`src/fcd_pkg.sv`:
```
// package for the file-register complement and decrement execute block
package fcd_pkg;
    localparam int INSTR_W = 12;
    localparam int DATA_W = 8;
    localparam int ADDR_W = 5;
    localparam int OPC_HI = 11;
    localparam int OPC_LO = 6;
    localparam int DEST_BIT = 5;
    localparam logic [5:0] OPC_COMPLEMENT = 6'h09;
    localparam logic [5:0] OPC_DECREMENT = 6'h03;
    localparam logic [5:0] OPC_DEC_SKIP = 6'h0B;
    localparam logic [7:0] DEC_STEP = 8'h01;
    localparam logic [7:0] ZERO_BYTE = 8'h00;
    localparam logic [11:0] NOP_WORD = 12'h000;
    localparam logic ZERO_FLAG_RST = 1'b0;

    typedef enum logic [1:0] {
        FCD_OP_NONE = 2'b00,
        FCD_OP_COMPLEMENT = 2'b01,
        FCD_OP_DECREMENT = 2'b10,
        FCD_OP_DEC_SKIP = 2'b11
    } fcd_op_t;

    typedef enum logic [0:0] {
        FCD_ST_RUN = 1'b0,
        FCD_ST_SQUASH = 1'b1
    } fcd_state_t;

    typedef struct packed {
        logic we_accum;
        logic we_file;
        logic [4:0] addr;
        logic [7:0] data;
    } fcd_wb_t;
endpackage

```
`src/fcd_decode.sv`:
```
// opcode decoder: classifies one instruction word into the three handled operations
`timescale 1ns/1ns
module fcd_decode
    import fcd_pkg::*;
(
    input wire logic [11:0] instr_i,
    output fcd_op_t op_o,
    output logic dest_file_o,
    output logic [4:0] addr_o
);
    wire logic [5:0] opc = instr_i[OPC_HI:OPC_LO];
    wire logic is_comp = (opc == OPC_COMPLEMENT);
    wire logic is_dec = (opc == OPC_DECREMENT);
    wire logic is_dsz = (opc == OPC_DEC_SKIP);

    assign op_o = is_comp ? FCD_OP_COMPLEMENT :
                  is_dec ? FCD_OP_DECREMENT :
                  is_dsz ? FCD_OP_DEC_SKIP : FCD_OP_NONE;
    assign dest_file_o = instr_i[DEST_BIT];
    assign addr_o = instr_i[ADDR_W-1:0];
endmodule

```
`src/fcd_exec.sv`:
```
// execute stage for complement, decrement and decrement-skip-if-zero on file registers
// How it works
// [RULE1] complement opcode inverts the addressed file register value to the destination
// [RULE2] destination bit clear writes accumulator, set writes the file register back
// [RULE3] decrement opcode subtracts one modulo 256 and routes by destination bit
// [RULE4] decrement-skip subtracts one, routes by destination, leaves all status flags alone
// [RULE5] zero decrement-skip result squashes the prefetched next instruction into a no-op
// [RULE6] decrement-skip takes one cycle, two if zero; the others one cycle
// [RULE7] for I/O port sources the pin levels are the operand, not the latch
// [RULE8] complement and decrement update zero flag; carry and digit carry untouched
`timescale 1ns/1ns
module fcd_exec
    import fcd_pkg::*;
(
    // clock and control
    input wire logic ref_clk_i,
    input wire logic reset_n_i,
    input wire logic clk_en_i,
    // instruction from fetch, one per cycle while valid
    input wire logic instr_valid_i,
    input wire logic [11:0] instr_i,
    // file register read port, same clock, and port pins from outside the clock domain
    output logic [4:0] file_raddr_o,
    input wire logic [7:0] file_rdata_i,
    input wire logic file_is_port_i,
    input wire logic [7:0] port_pins_i,
    // result write-back
    output fcd_wb_t wb_o,
    output logic zero_flag_we_o,
    output logic zero_flag_o,
    // squash indication: current slot runs as no-operation
    output logic no_operation_slot_o,
    output logic executed_o
);
    fcd_op_t op;
    logic dest_file;
    logic [4:0] addr;
    fcd_state_t state_q, state_d;
    fcd_wb_t wb_q, wb_d;
    logic zwe_q, zval_q, exec_q, zwe_d, zval_d, exec_d;
    logic [7:0] pins_s1_q, pins_s2_q;

    fcd_decode u_dec (
        .instr_i(instr_i),
        .op_o(op),
        .dest_file_o(dest_file),
        .addr_o(addr)
    );

    // pins come from outside the clock domain, so two flops first
    always_ff @(posedge ref_clk_i) begin
        if (!reset_n_i) begin
            pins_s1_q <= ZERO_BYTE;
            pins_s2_q <= ZERO_BYTE;
        end else if (clk_en_i) begin
            pins_s1_q <= port_pins_i;
            pins_s2_q <= pins_s1_q;
        end
    end

    assign file_raddr_o = addr;
    wire logic [7:0] operand = file_is_port_i ? pins_s2_q : file_rdata_i; // RULE7
    wire logic [7:0] comp_res = ~operand; // RULE1
    wire logic [7:0] dec_res = operand - DEC_STEP; // RULE3
    wire logic squashing = (state_q == FCD_ST_SQUASH);
    wire logic live = instr_valid_i && !squashing && (op != FCD_OP_NONE);
    wire logic [7:0] result = (op == FCD_OP_COMPLEMENT) ? comp_res : dec_res;
    wire logic res_zero = (result == ZERO_BYTE);
    wire logic updates_z = (op == FCD_OP_COMPLEMENT) || (op == FCD_OP_DECREMENT); // RULE4 RULE8

    always_comb begin
        state_d = state_q;
        if (instr_valid_i) begin
            case (state_q)
                FCD_ST_RUN: begin
                    if (live && op == FCD_OP_DEC_SKIP && res_zero) begin
                        state_d = FCD_ST_SQUASH; // RULE5 RULE6
                    end
                end
                FCD_ST_SQUASH: begin
                    state_d = FCD_ST_RUN;
                end
                default: begin
                    state_d = FCD_ST_RUN;
                end
            endcase
        end
    end

    always_comb begin
        wb_d.we_accum = live && !dest_file; // RULE2
        wb_d.we_file = live && dest_file; // RULE2
        wb_d.addr = addr;
        wb_d.data = result;
        zwe_d = live && updates_z; // RULE8
        zval_d = res_zero;
        exec_d = live;
    end

    always_ff @(posedge ref_clk_i) begin
        if (!reset_n_i) begin
            state_q <= FCD_ST_RUN;
            wb_q <= '0;
            zwe_q <= 1'b0;
            zval_q <= ZERO_FLAG_RST;
            exec_q <= 1'b0;
        end else if (clk_en_i) begin
            state_q <= state_d;
            wb_q <= wb_d;
            zwe_q <= zwe_d;
            zval_q <= zval_d;
            exec_q <= exec_d;
        end
    end

    assign wb_o = wb_q;
    assign zero_flag_we_o = zwe_q;
    assign zero_flag_o = zval_q;
    assign no_operation_slot_o = squashing && instr_valid_i; // RULE5
    assign executed_o = exec_q;

    property p_comp_value;
        @(posedge ref_clk_i) disable iff (!reset_n_i)
        (clk_en_i && live && op == FCD_OP_COMPLEMENT) |=> (wb_o.data == ~$past(operand));
    endproperty
    a_comp_value: assert property (p_comp_value) else $error("complement result wrong"); // RULE1

    property p_dest;
        @(posedge ref_clk_i) disable iff (!reset_n_i)
        (clk_en_i && live) |=> (wb_o.we_file == $past(dest_file)) && (wb_o.we_accum != wb_o.we_file);
    endproperty
    a_dest: assert property (p_dest) else $error("destination select wrong"); // RULE2

    property p_dec_value;
        @(posedge ref_clk_i) disable iff (!reset_n_i)
        (clk_en_i && live && op != FCD_OP_COMPLEMENT) |=> (wb_o.data == $past(operand) - DEC_STEP);
    endproperty
    a_dec_value: assert property (p_dec_value) else $error("decrement result wrong"); // RULE3

    property p_dsz_noflag;
        @(posedge ref_clk_i) disable iff (!reset_n_i)
        (clk_en_i && live && op == FCD_OP_DEC_SKIP) |=> !zero_flag_we_o;
    endproperty
    a_dsz_noflag: assert property (p_dsz_noflag) else $error("skip op touched flags"); // RULE4

    property p_squash;
        @(posedge ref_clk_i) disable iff (!reset_n_i)
        (clk_en_i && instr_valid_i && live && op == FCD_OP_DEC_SKIP && res_zero)
            ##1 (clk_en_i && instr_valid_i) |-> (no_operation_slot_o && !live);
    endproperty
    a_squash: assert property (p_squash) else $error("next instruction not squashed"); // RULE5

    property p_one_cycle;
        @(posedge ref_clk_i) disable iff (!reset_n_i)
        (clk_en_i && instr_valid_i && live && !(op == FCD_OP_DEC_SKIP && res_zero)) |=> state_q == FCD_ST_RUN;
    endproperty
    a_one_cycle: assert property (p_one_cycle) else $error("extra cycle taken"); // RULE6

    property p_pins;
        @(posedge ref_clk_i) disable iff (!reset_n_i)
        (clk_en_i && live && file_is_port_i && op == FCD_OP_COMPLEMENT) |=> wb_o.data == ~$past(pins_s2_q);
    endproperty
    a_pins: assert property (p_pins) else $error("port operand not from pins"); // RULE7

    property p_zflag;
        @(posedge ref_clk_i) disable iff (!reset_n_i)
        (clk_en_i && live && updates_z) |=> zero_flag_we_o && (zero_flag_o == (wb_o.data == ZERO_BYTE));
    endproperty
    a_zflag: assert property (p_zflag) else $error("zero flag wrong"); // RULE8

    property p_freeze;
        @(posedge ref_clk_i) disable iff (!reset_n_i)
        !clk_en_i |=> $stable(wb_o) && $stable(zero_flag_o) && $stable(zero_flag_we_o) && $stable(executed_o);
    endproperty
    a_freeze: assert property (p_freeze) else $error("outputs moved while enable low"); // RULE6

    property p_no_write;
        @(posedge ref_clk_i) disable iff (!reset_n_i)
        (clk_en_i && !live) |=> !wb_o.we_accum && !wb_o.we_file && !executed_o && !zero_flag_we_o;
    endproperty
    a_no_write: assert property (p_no_write) else $error("write from a slot that was not live"); // RULE5

    property p_exec;
        @(posedge ref_clk_i) disable iff (!reset_n_i)
        (clk_en_i && live) |=> executed_o;
    endproperty
    a_exec: assert property (p_exec) else $error("executed pulse missing"); // RULE6

    property p_addr;
        @(posedge ref_clk_i) disable iff (!reset_n_i)
        (clk_en_i && live) |=> (wb_o.addr == $past(addr));
    endproperty
    a_addr: assert property (p_addr) else $error("write-back address wrong"); // RULE2

    property p_skip_arm;
        @(posedge ref_clk_i) disable iff (!reset_n_i)
        (clk_en_i && live && op == FCD_OP_DEC_SKIP && res_zero) |=> squashing;
    endproperty
    a_skip_arm: assert property (p_skip_arm) else $error("zero skip did not arm squash"); // RULE5

    property p_squash_wait;
        @(posedge ref_clk_i) disable iff (!reset_n_i)
        (clk_en_i && squashing && !instr_valid_i) |=> squashing;
    endproperty
    a_squash_wait: assert property (p_squash_wait) else $error("squash dropped before next instruction"); // RULE5

    property p_squash_end;
        @(posedge ref_clk_i) disable iff (!reset_n_i)
        (clk_en_i && squashing && instr_valid_i) |=> !squashing;
    endproperty
    a_squash_end: assert property (p_squash_end) else $error("squash lasted more than one slot"); // RULE6

    property p_dec_zero;
        @(posedge ref_clk_i) disable iff (!reset_n_i)
        (clk_en_i && live && op == FCD_OP_DECREMENT && operand == DEC_STEP) |=> zero_flag_o;
    endproperty
    a_dec_zero: assert property (p_dec_zero) else $error("decrement to zero left flag clear"); // RULE8

    c_comp: cover property (@(posedge ref_clk_i) disable iff (!reset_n_i) exec_q && wb_o.we_file && zero_flag_we_o);
    c_skip: cover property (@(posedge ref_clk_i) disable iff (!reset_n_i) no_operation_slot_o);
    c_dec_acc: cover property (@(posedge ref_clk_i) disable iff (!reset_n_i) wb_o.we_accum && zero_flag_o);
    c_freeze: cover property (@(posedge ref_clk_i) disable iff (!reset_n_i) !clk_en_i && exec_q);
    c_port: cover property (@(posedge ref_clk_i) disable iff (!reset_n_i) live && file_is_port_i);
endmodule

```
`config.mk`:
```
export PLATFORM = sky130hd
export DESIGN_NAME = fcd_exec
export DESIGN_NICKNAME = d
export VERILOG_FILES = /design/src/fcd_pkg.sv /design/src/fcd_decode.sv /design/src/fcd_exec.sv
export SDC_FILE = /design/constraint.sdc
export NUM_CORES = 1
export LEC_CHECK = 0
export BUFFER_PORTS_ARGS = -buffer_cell sky130_fd_sc_hd__buf_4
export CAP_MARGIN = 15
export CORE_ASPECT_RATIO = 1.25
export CORE_MARGIN = 4
export CORE_UTILIZATION = 45
export DETAILED_ROUTE_END_ITERATION = 8
export PLACE_DENSITY = 0.85
export SYNTH_ARGS = -nofsm -noshare
export SYNTH_HDL_FRONTEND = slang
export SYNTH_HIERARCHICAL = 1
export SYNTH_SLANG_ARGS = --single-unit
```
`constraint.sdc`:
```
create_clock -name ref_clk_i -period 2.15 [get_ports ref_clk_i]
set_input_delay 0.3225 -clock ref_clk_i [delete_from_list [all_inputs] [get_ports ref_clk_i]]
set_output_delay 0.3225 -clock ref_clk_i [all_outputs]
set_load 0.02 [all_outputs]
```
# Word level (Yosys, flattened, before mapping)

Cells that the tools add are included.

Add/subtract/negate cells: 1
$mul: 0
Div/mod/pow operators: 0
Order comparisons: 0
Equality and inequality tests: 6
Shifts and indexed selects: 0
Multiplexer cells: 7
Bitwise gates (word level): 2
Reductions and logical operators: 14

Operator list:

| kind                | count |
|---|---|
| $mux 8              | 2 |
| $eq 6x4->1 const B  | 2 |
| $logic_and 1x1->1   | 8 |
| $logic_not 8->1     | 1 |
| $not 8->8           | 1 |
| $sub 8x1->8 const B | 1 |
| $eq 6x2->1 const B  | 1 |
| $mux 2              | 3 |
| $eq 2x2->1 const B  | 2 |
| $eq 2x1->1 const B  | 1 |
| $logic_not 1->1     | 2 |
| $pmux 1 s2          | 1 |
| $reduce_and 2->1    | 1 |
| $reduce_bool 2->1   | 1 |
| $logic_or 1x1->1    | 1 |
| $mux 1              | 1 |
| $not 1->1           | 1 |

Bits in registers: 35
Bits in latches: 0
Memory bits (writable): 0
Memory bits (read-only): 0
Bits of input ports: 33
Output and inout bits: 24
Word-level logic and storage cells: 40
Memories kept: 0

# Depth between registers and ports, before layout

Depth in word-level cells: 10
Depth in mapped cells: 10
Depth with buffers taken out: 9

# Modules after synthesis

Netlist, hierarchy kept.

By module, submodules not included:

| module     | instances | cells an instance | area each (um^2) | seq. area each (um^2) |
|---|---|---|---|---|
| fcd_exec   | 1         | 175               | 1,669.1          | 700.7 |
| fcd_decode | 1         | 9                 | 72.6             | 0.0 |

# Least setup slack after synthesis

No wires, ideal clock.

Kind: input port to flip-flop
Start point: input instr_i[11]
End point: register state_q, in the netlist squashing
Library setup time: 84 ps
Data arrival time: 2,069 ps
Required time: 2,066 ps
Slack: -3 ps
Stages on the path: 9
Path buffers: 1
Cells stage by stage: nor4b_2 -> and2_1 -> inv_1 -> ha_1 -> clkbuf_1 -> or4b_1 -> o211ai_1 -> nand3_1 -> o31ai_2

Word-level cells in the longest chain between the ends: 10
Elaborated cells on any way between the ends: 16
Classes of those cells: eq/ne: 5; mux: 6; reduce/logical: 5

Ends and longest elaborated chain:

| item                                                 | line                           | RTL |
|---|---|---|
| start, declared                                      | fcd_exec.sv:21                 | `input wire logic [11:0] instr_i,` |
| $eq 6x4->1                                           | fcd_decode.sv:14               | `wire logic is_dsz = (opc == OPC_DEC_SKIP);` |
| $mux 2                                               | fcd_decode.sv:18               | `is_dsz ? FCD_OP_DEC_SKIP : FCD_OP_NONE;` |
| $mux 2                                               | fcd_decode.sv:17               | `is_dec ? FCD_OP_DECREMENT :` |
| $mux 2 (*)                                           | fcd_decode.sv:16               | `assign op_o = is_comp ? FCD_OP_COMPLEMENT :` |
| named net op[1]                                      | fcd_exec.sv:35                 | `fcd_op_t op;` |
| $eq 2x1->1 or $reduce_bool 2->1 (tied branches)      | fcd_exec.sv:67, fcd_exec.sv:66 |  |
| $mux 8 or $logic_and 1x1->1 (tied branches)          | fcd_exec.sv:67, fcd_exec.sv:66 |  |
| $logic_not 8->1 or $logic_and 1x1->1 (tied branches) | fcd_exec.sv:68, fcd_exec.sv:76 |  |
| $logic_and 1x1->1 (*)                                | fcd_exec.sv:76                 | `if (live && op == FCD_OP_DEC_SKIP && res_zero) begin` |
| $mux 1 (*)                                           | fcd_exec.sv:76                 |  |
| $pmux 1 s2 (*)                                       | fcd_exec.sv:74                 | `case (state_q)` |
| end signal, assigned                                 | fcd_exec.sv:108                | `state_q <= state_d;` |
| end, declared                                        | fcd_exec.sv:38                 | `fcd_state_t state_q, state_d;` |

Mark *: on every way through the listed nets, which the timed path passes. The rest lies on a longest branch.
A chain may end at the register's enable or synchronous reset.

# Final worst setup path

Same ends and word-level chain as after synthesis.

==> metrics.md <==
| Metric | Value |
|---|---|
| Highest ir drop seen on vdd | 0.5667 mV |
| Worst Max-Slew Pin Slew | 0.5308 ns |
| Clock Sinks | 35 |
| Clock Skew | 0.004888 ns |
| Post-synth EDFFs | 0 |
| Starting Density | 46.40% |
| Drt total wl | 3967 um |
| ANT nets after route | 0 |
| Setup-failing EPs final | 0 |
| DP Area | 2215 sq um |
| Die Ht | 77.56 um |
| Syn nets | 221 |
| Layout Nets | 281 |
| Hold Path Stages | 3 |
| Count of different cell masters after synthesis | 43 |
| Total die area | 4936 sq um |
| CTS tree | yes |
| Synth Cell Area | 1742 sq um |
| First-pass GRT wire length | 6679 um |
| Warnings, synthesis | 6 |
| H-tree depth | 2 |
| 1st-iter DRT viols | 49 |
| Multi-input gate area | 942.2 sq um |
| Row count | 25 |
| DR DRC count | 0 |
| Max_cap viols | 0 |
| Io pins | 57 |
| Status | finished clean |
| Overflow after GRT | 0 |
| Vias in the first global route | 1503 |
| Worst-Skew Late Latency | 0.28 ns |
| Critical path required time | 2.35 ns |
| Synth area leaders | dfxtp_1 40%, mux2i_1 17%, nor2_1 7.5%, buf_4 3.0%, ha_1 2.9% |
| Fin area | 2342 sq um |
| Largest net degree at the start of global routing | 33 |
| Asr flop ratio synth | 0% |
| Startpoint Class | primary input |
| Worst-path clk slew | 0.07 ns |
| Worst-path fanout max | 5 |
| Max_slew headroom | 64.12% |
| Total track usage | 16.94% |
| Final period util | 91.65% |
| Antenna violations before repair | 0 |
| Design Power | 1587 uW |
| PD cells | 677.4 nW/um^2 |
| Arr. time, crit path | 2.17 ns |
| P&R area growth vs syn | 34.48% |
| Fmax | 507.5 MHz |
| Most frequent cells in the layout | 69 x buf_4, 35 x nor2_1, 35 x dfxtp_1 |
| Vias | 1504 |
| IO Port Bufs | 56 |
| Routability cong. | 0.8949 |
| Register area | 700.7 sq um |
| Fill count | 349 |
| Seq/Total Area, Yosys | 40.23% |
| Dominant cell type by area after synthesis | dfxtp_1 |
| Hold slack | 0.2679 ns |
| Clock Tree Buf Depth | 2 |
| Post-CTS Repair Setup Buffers | 0 |
| CP Class | primary input to register |
| Pre-Repair DR Iteration Count | 4 |
| Mean routed wirelength per cell | 13.92 um |
| DP HPWL | 3065 um |
| CTS Buf Count | 5 |
| Post-synth top area share | 40.23% |
| Final Max Tran Viols | 0 |
| Syn_area_per_cell | 9.466 sq um |
| RSZ-0062 raised after global routing | false |
| Final min period | 1.971 ns |
| Element type at the critical path end | register |
| Antenna diodes | 0 |
| R2R depth | 6 |
| Commonest non-fill, non-tap cell in the layout | buf_4 |
| Ys flop type | dfxtp_1 |
| Fraction of layout cells with a size suffix above 1 | 36.33% |
| Clock root buffer | clkbuf_8 |
| Die Wd | 63.65 um |
| Drt via density | 5.277 |
| Leakage | 0.001077 uW |
| Post-Syn Instances | 184 |
| Final hold violation count | 0 |
| Min-Delay Path Class | primary input to register |
| Yosys reg bits | 35 |
| Core region area | 3754 sq um |
[per-layer routing]
metal / vias to the layer above / global-route usage (%) / wire length [um]
li1: 767 / - / -
met1: 683 / 18.34 / 1607
met2: 46 / 30.20 / 2016
met3: 8 / 5.933 / 268
met4: 0 / 5.832 / 74
met5: - / 0 / 0
[metrics by stage]
stage | util, % | setup slack (ns) | std cells | TNS (ns)
final | 62.40 | 0.1795 | 285 | 0
after detailed placement | 59.00 | -0.1546 | 277 | -0.4170
after global routing | 62.40 | 0.01520 | 285 | 0
after CTS | 62.00 | 0.08717 | 285 | 0
after global placement | 59.00 | -0.07182 | 277 | -0.1114
after floorplan | - | 0.01856 | 184 | 0
[where the power goes]
group	internal (uW)	switching (uW)	total, uW
Clock	345	237	581
Sequential	681	20.0	701
Combinational	154	150	304
Total	1180	406	1590
[final timing paths]
path / from / end / slack (ns)
setup / recovery: instr_i[11] / squashing / 0.18
hold / removal: port_pins_i[0] / pins_s1_q[0] / 0.27
setup reg to reg: pins_s2_q[0] / wb_o[6] / 0.21
hold reg to reg: executed_o / executed_o / 0.49
[layout make-up]
type | instances | share of cell area, %
flip-flops and latches | 35 | 29.91
inverters | 5 | 0.8013
clock inverters | 3 | 1.870
multi-input cells | 128 | 40.22
repair buffers | 69 | 22.12
well taps | 40 | 2.137
clock buffers | 5 | 2.938
[flip-flops by register name, indices dropped and copies added, names as in the netlist]
register        flops
executed_o          1
pins_s1_q           8
pins_s2_q           8
squashing           1
wb_o               15
zero_flag_o         1
zero_flag_we_o      1
[kinds of logic (layout without fill, tap and decap cells)]
logic type | after synthesis | after routing | share of synthesized area (%)
and+or+nand+nor | 69 | 69 | 22.13
buffers and inverters | 21 | 82 | 6.537
AOI/OAI and AO/OA | 22 | 22 | 9.555
xor gates and xnor gates | 4 | 4 | 2.011
DFF | 35 | 35 | 40.23
muxes | 29 | 29 | 16.67
adders and majority gates | 4 | 4 | 2.874
[timing repair]
| action | in CTS | in global routing |
|---|---|---|
| hold buffers | 0 | 0 |
| resized for setup | 0 | 3 |
| endpoints found under the setup margin | 0 | 3 |
[cells in the mapped netlist, types with 3 or more instances]
cell type and count:
mux2i_1 29, nor3_1 5, clkbuf_1 4, nand2_1 3
dfxtp_1 35, buf_1 3, ha_1 4, nand3_1 3
a211oi_1 5, xnor2_1 4, and2_1 4, a21oi_1 4
inv_1 5, nor2_1 35, buf_4 7
[worst max-delay path, cell delays in order]
cell	delay [ns]
buf_4	0.11
nor4b_2	0.27
and2_1	0.18
inv_1	0.06
ha_2	0.20
or4b_1	0.52
o211ai_1	0.16
nand3_1	0.13
o31ai_2	0.23
(Power assumes the default switching activity.)
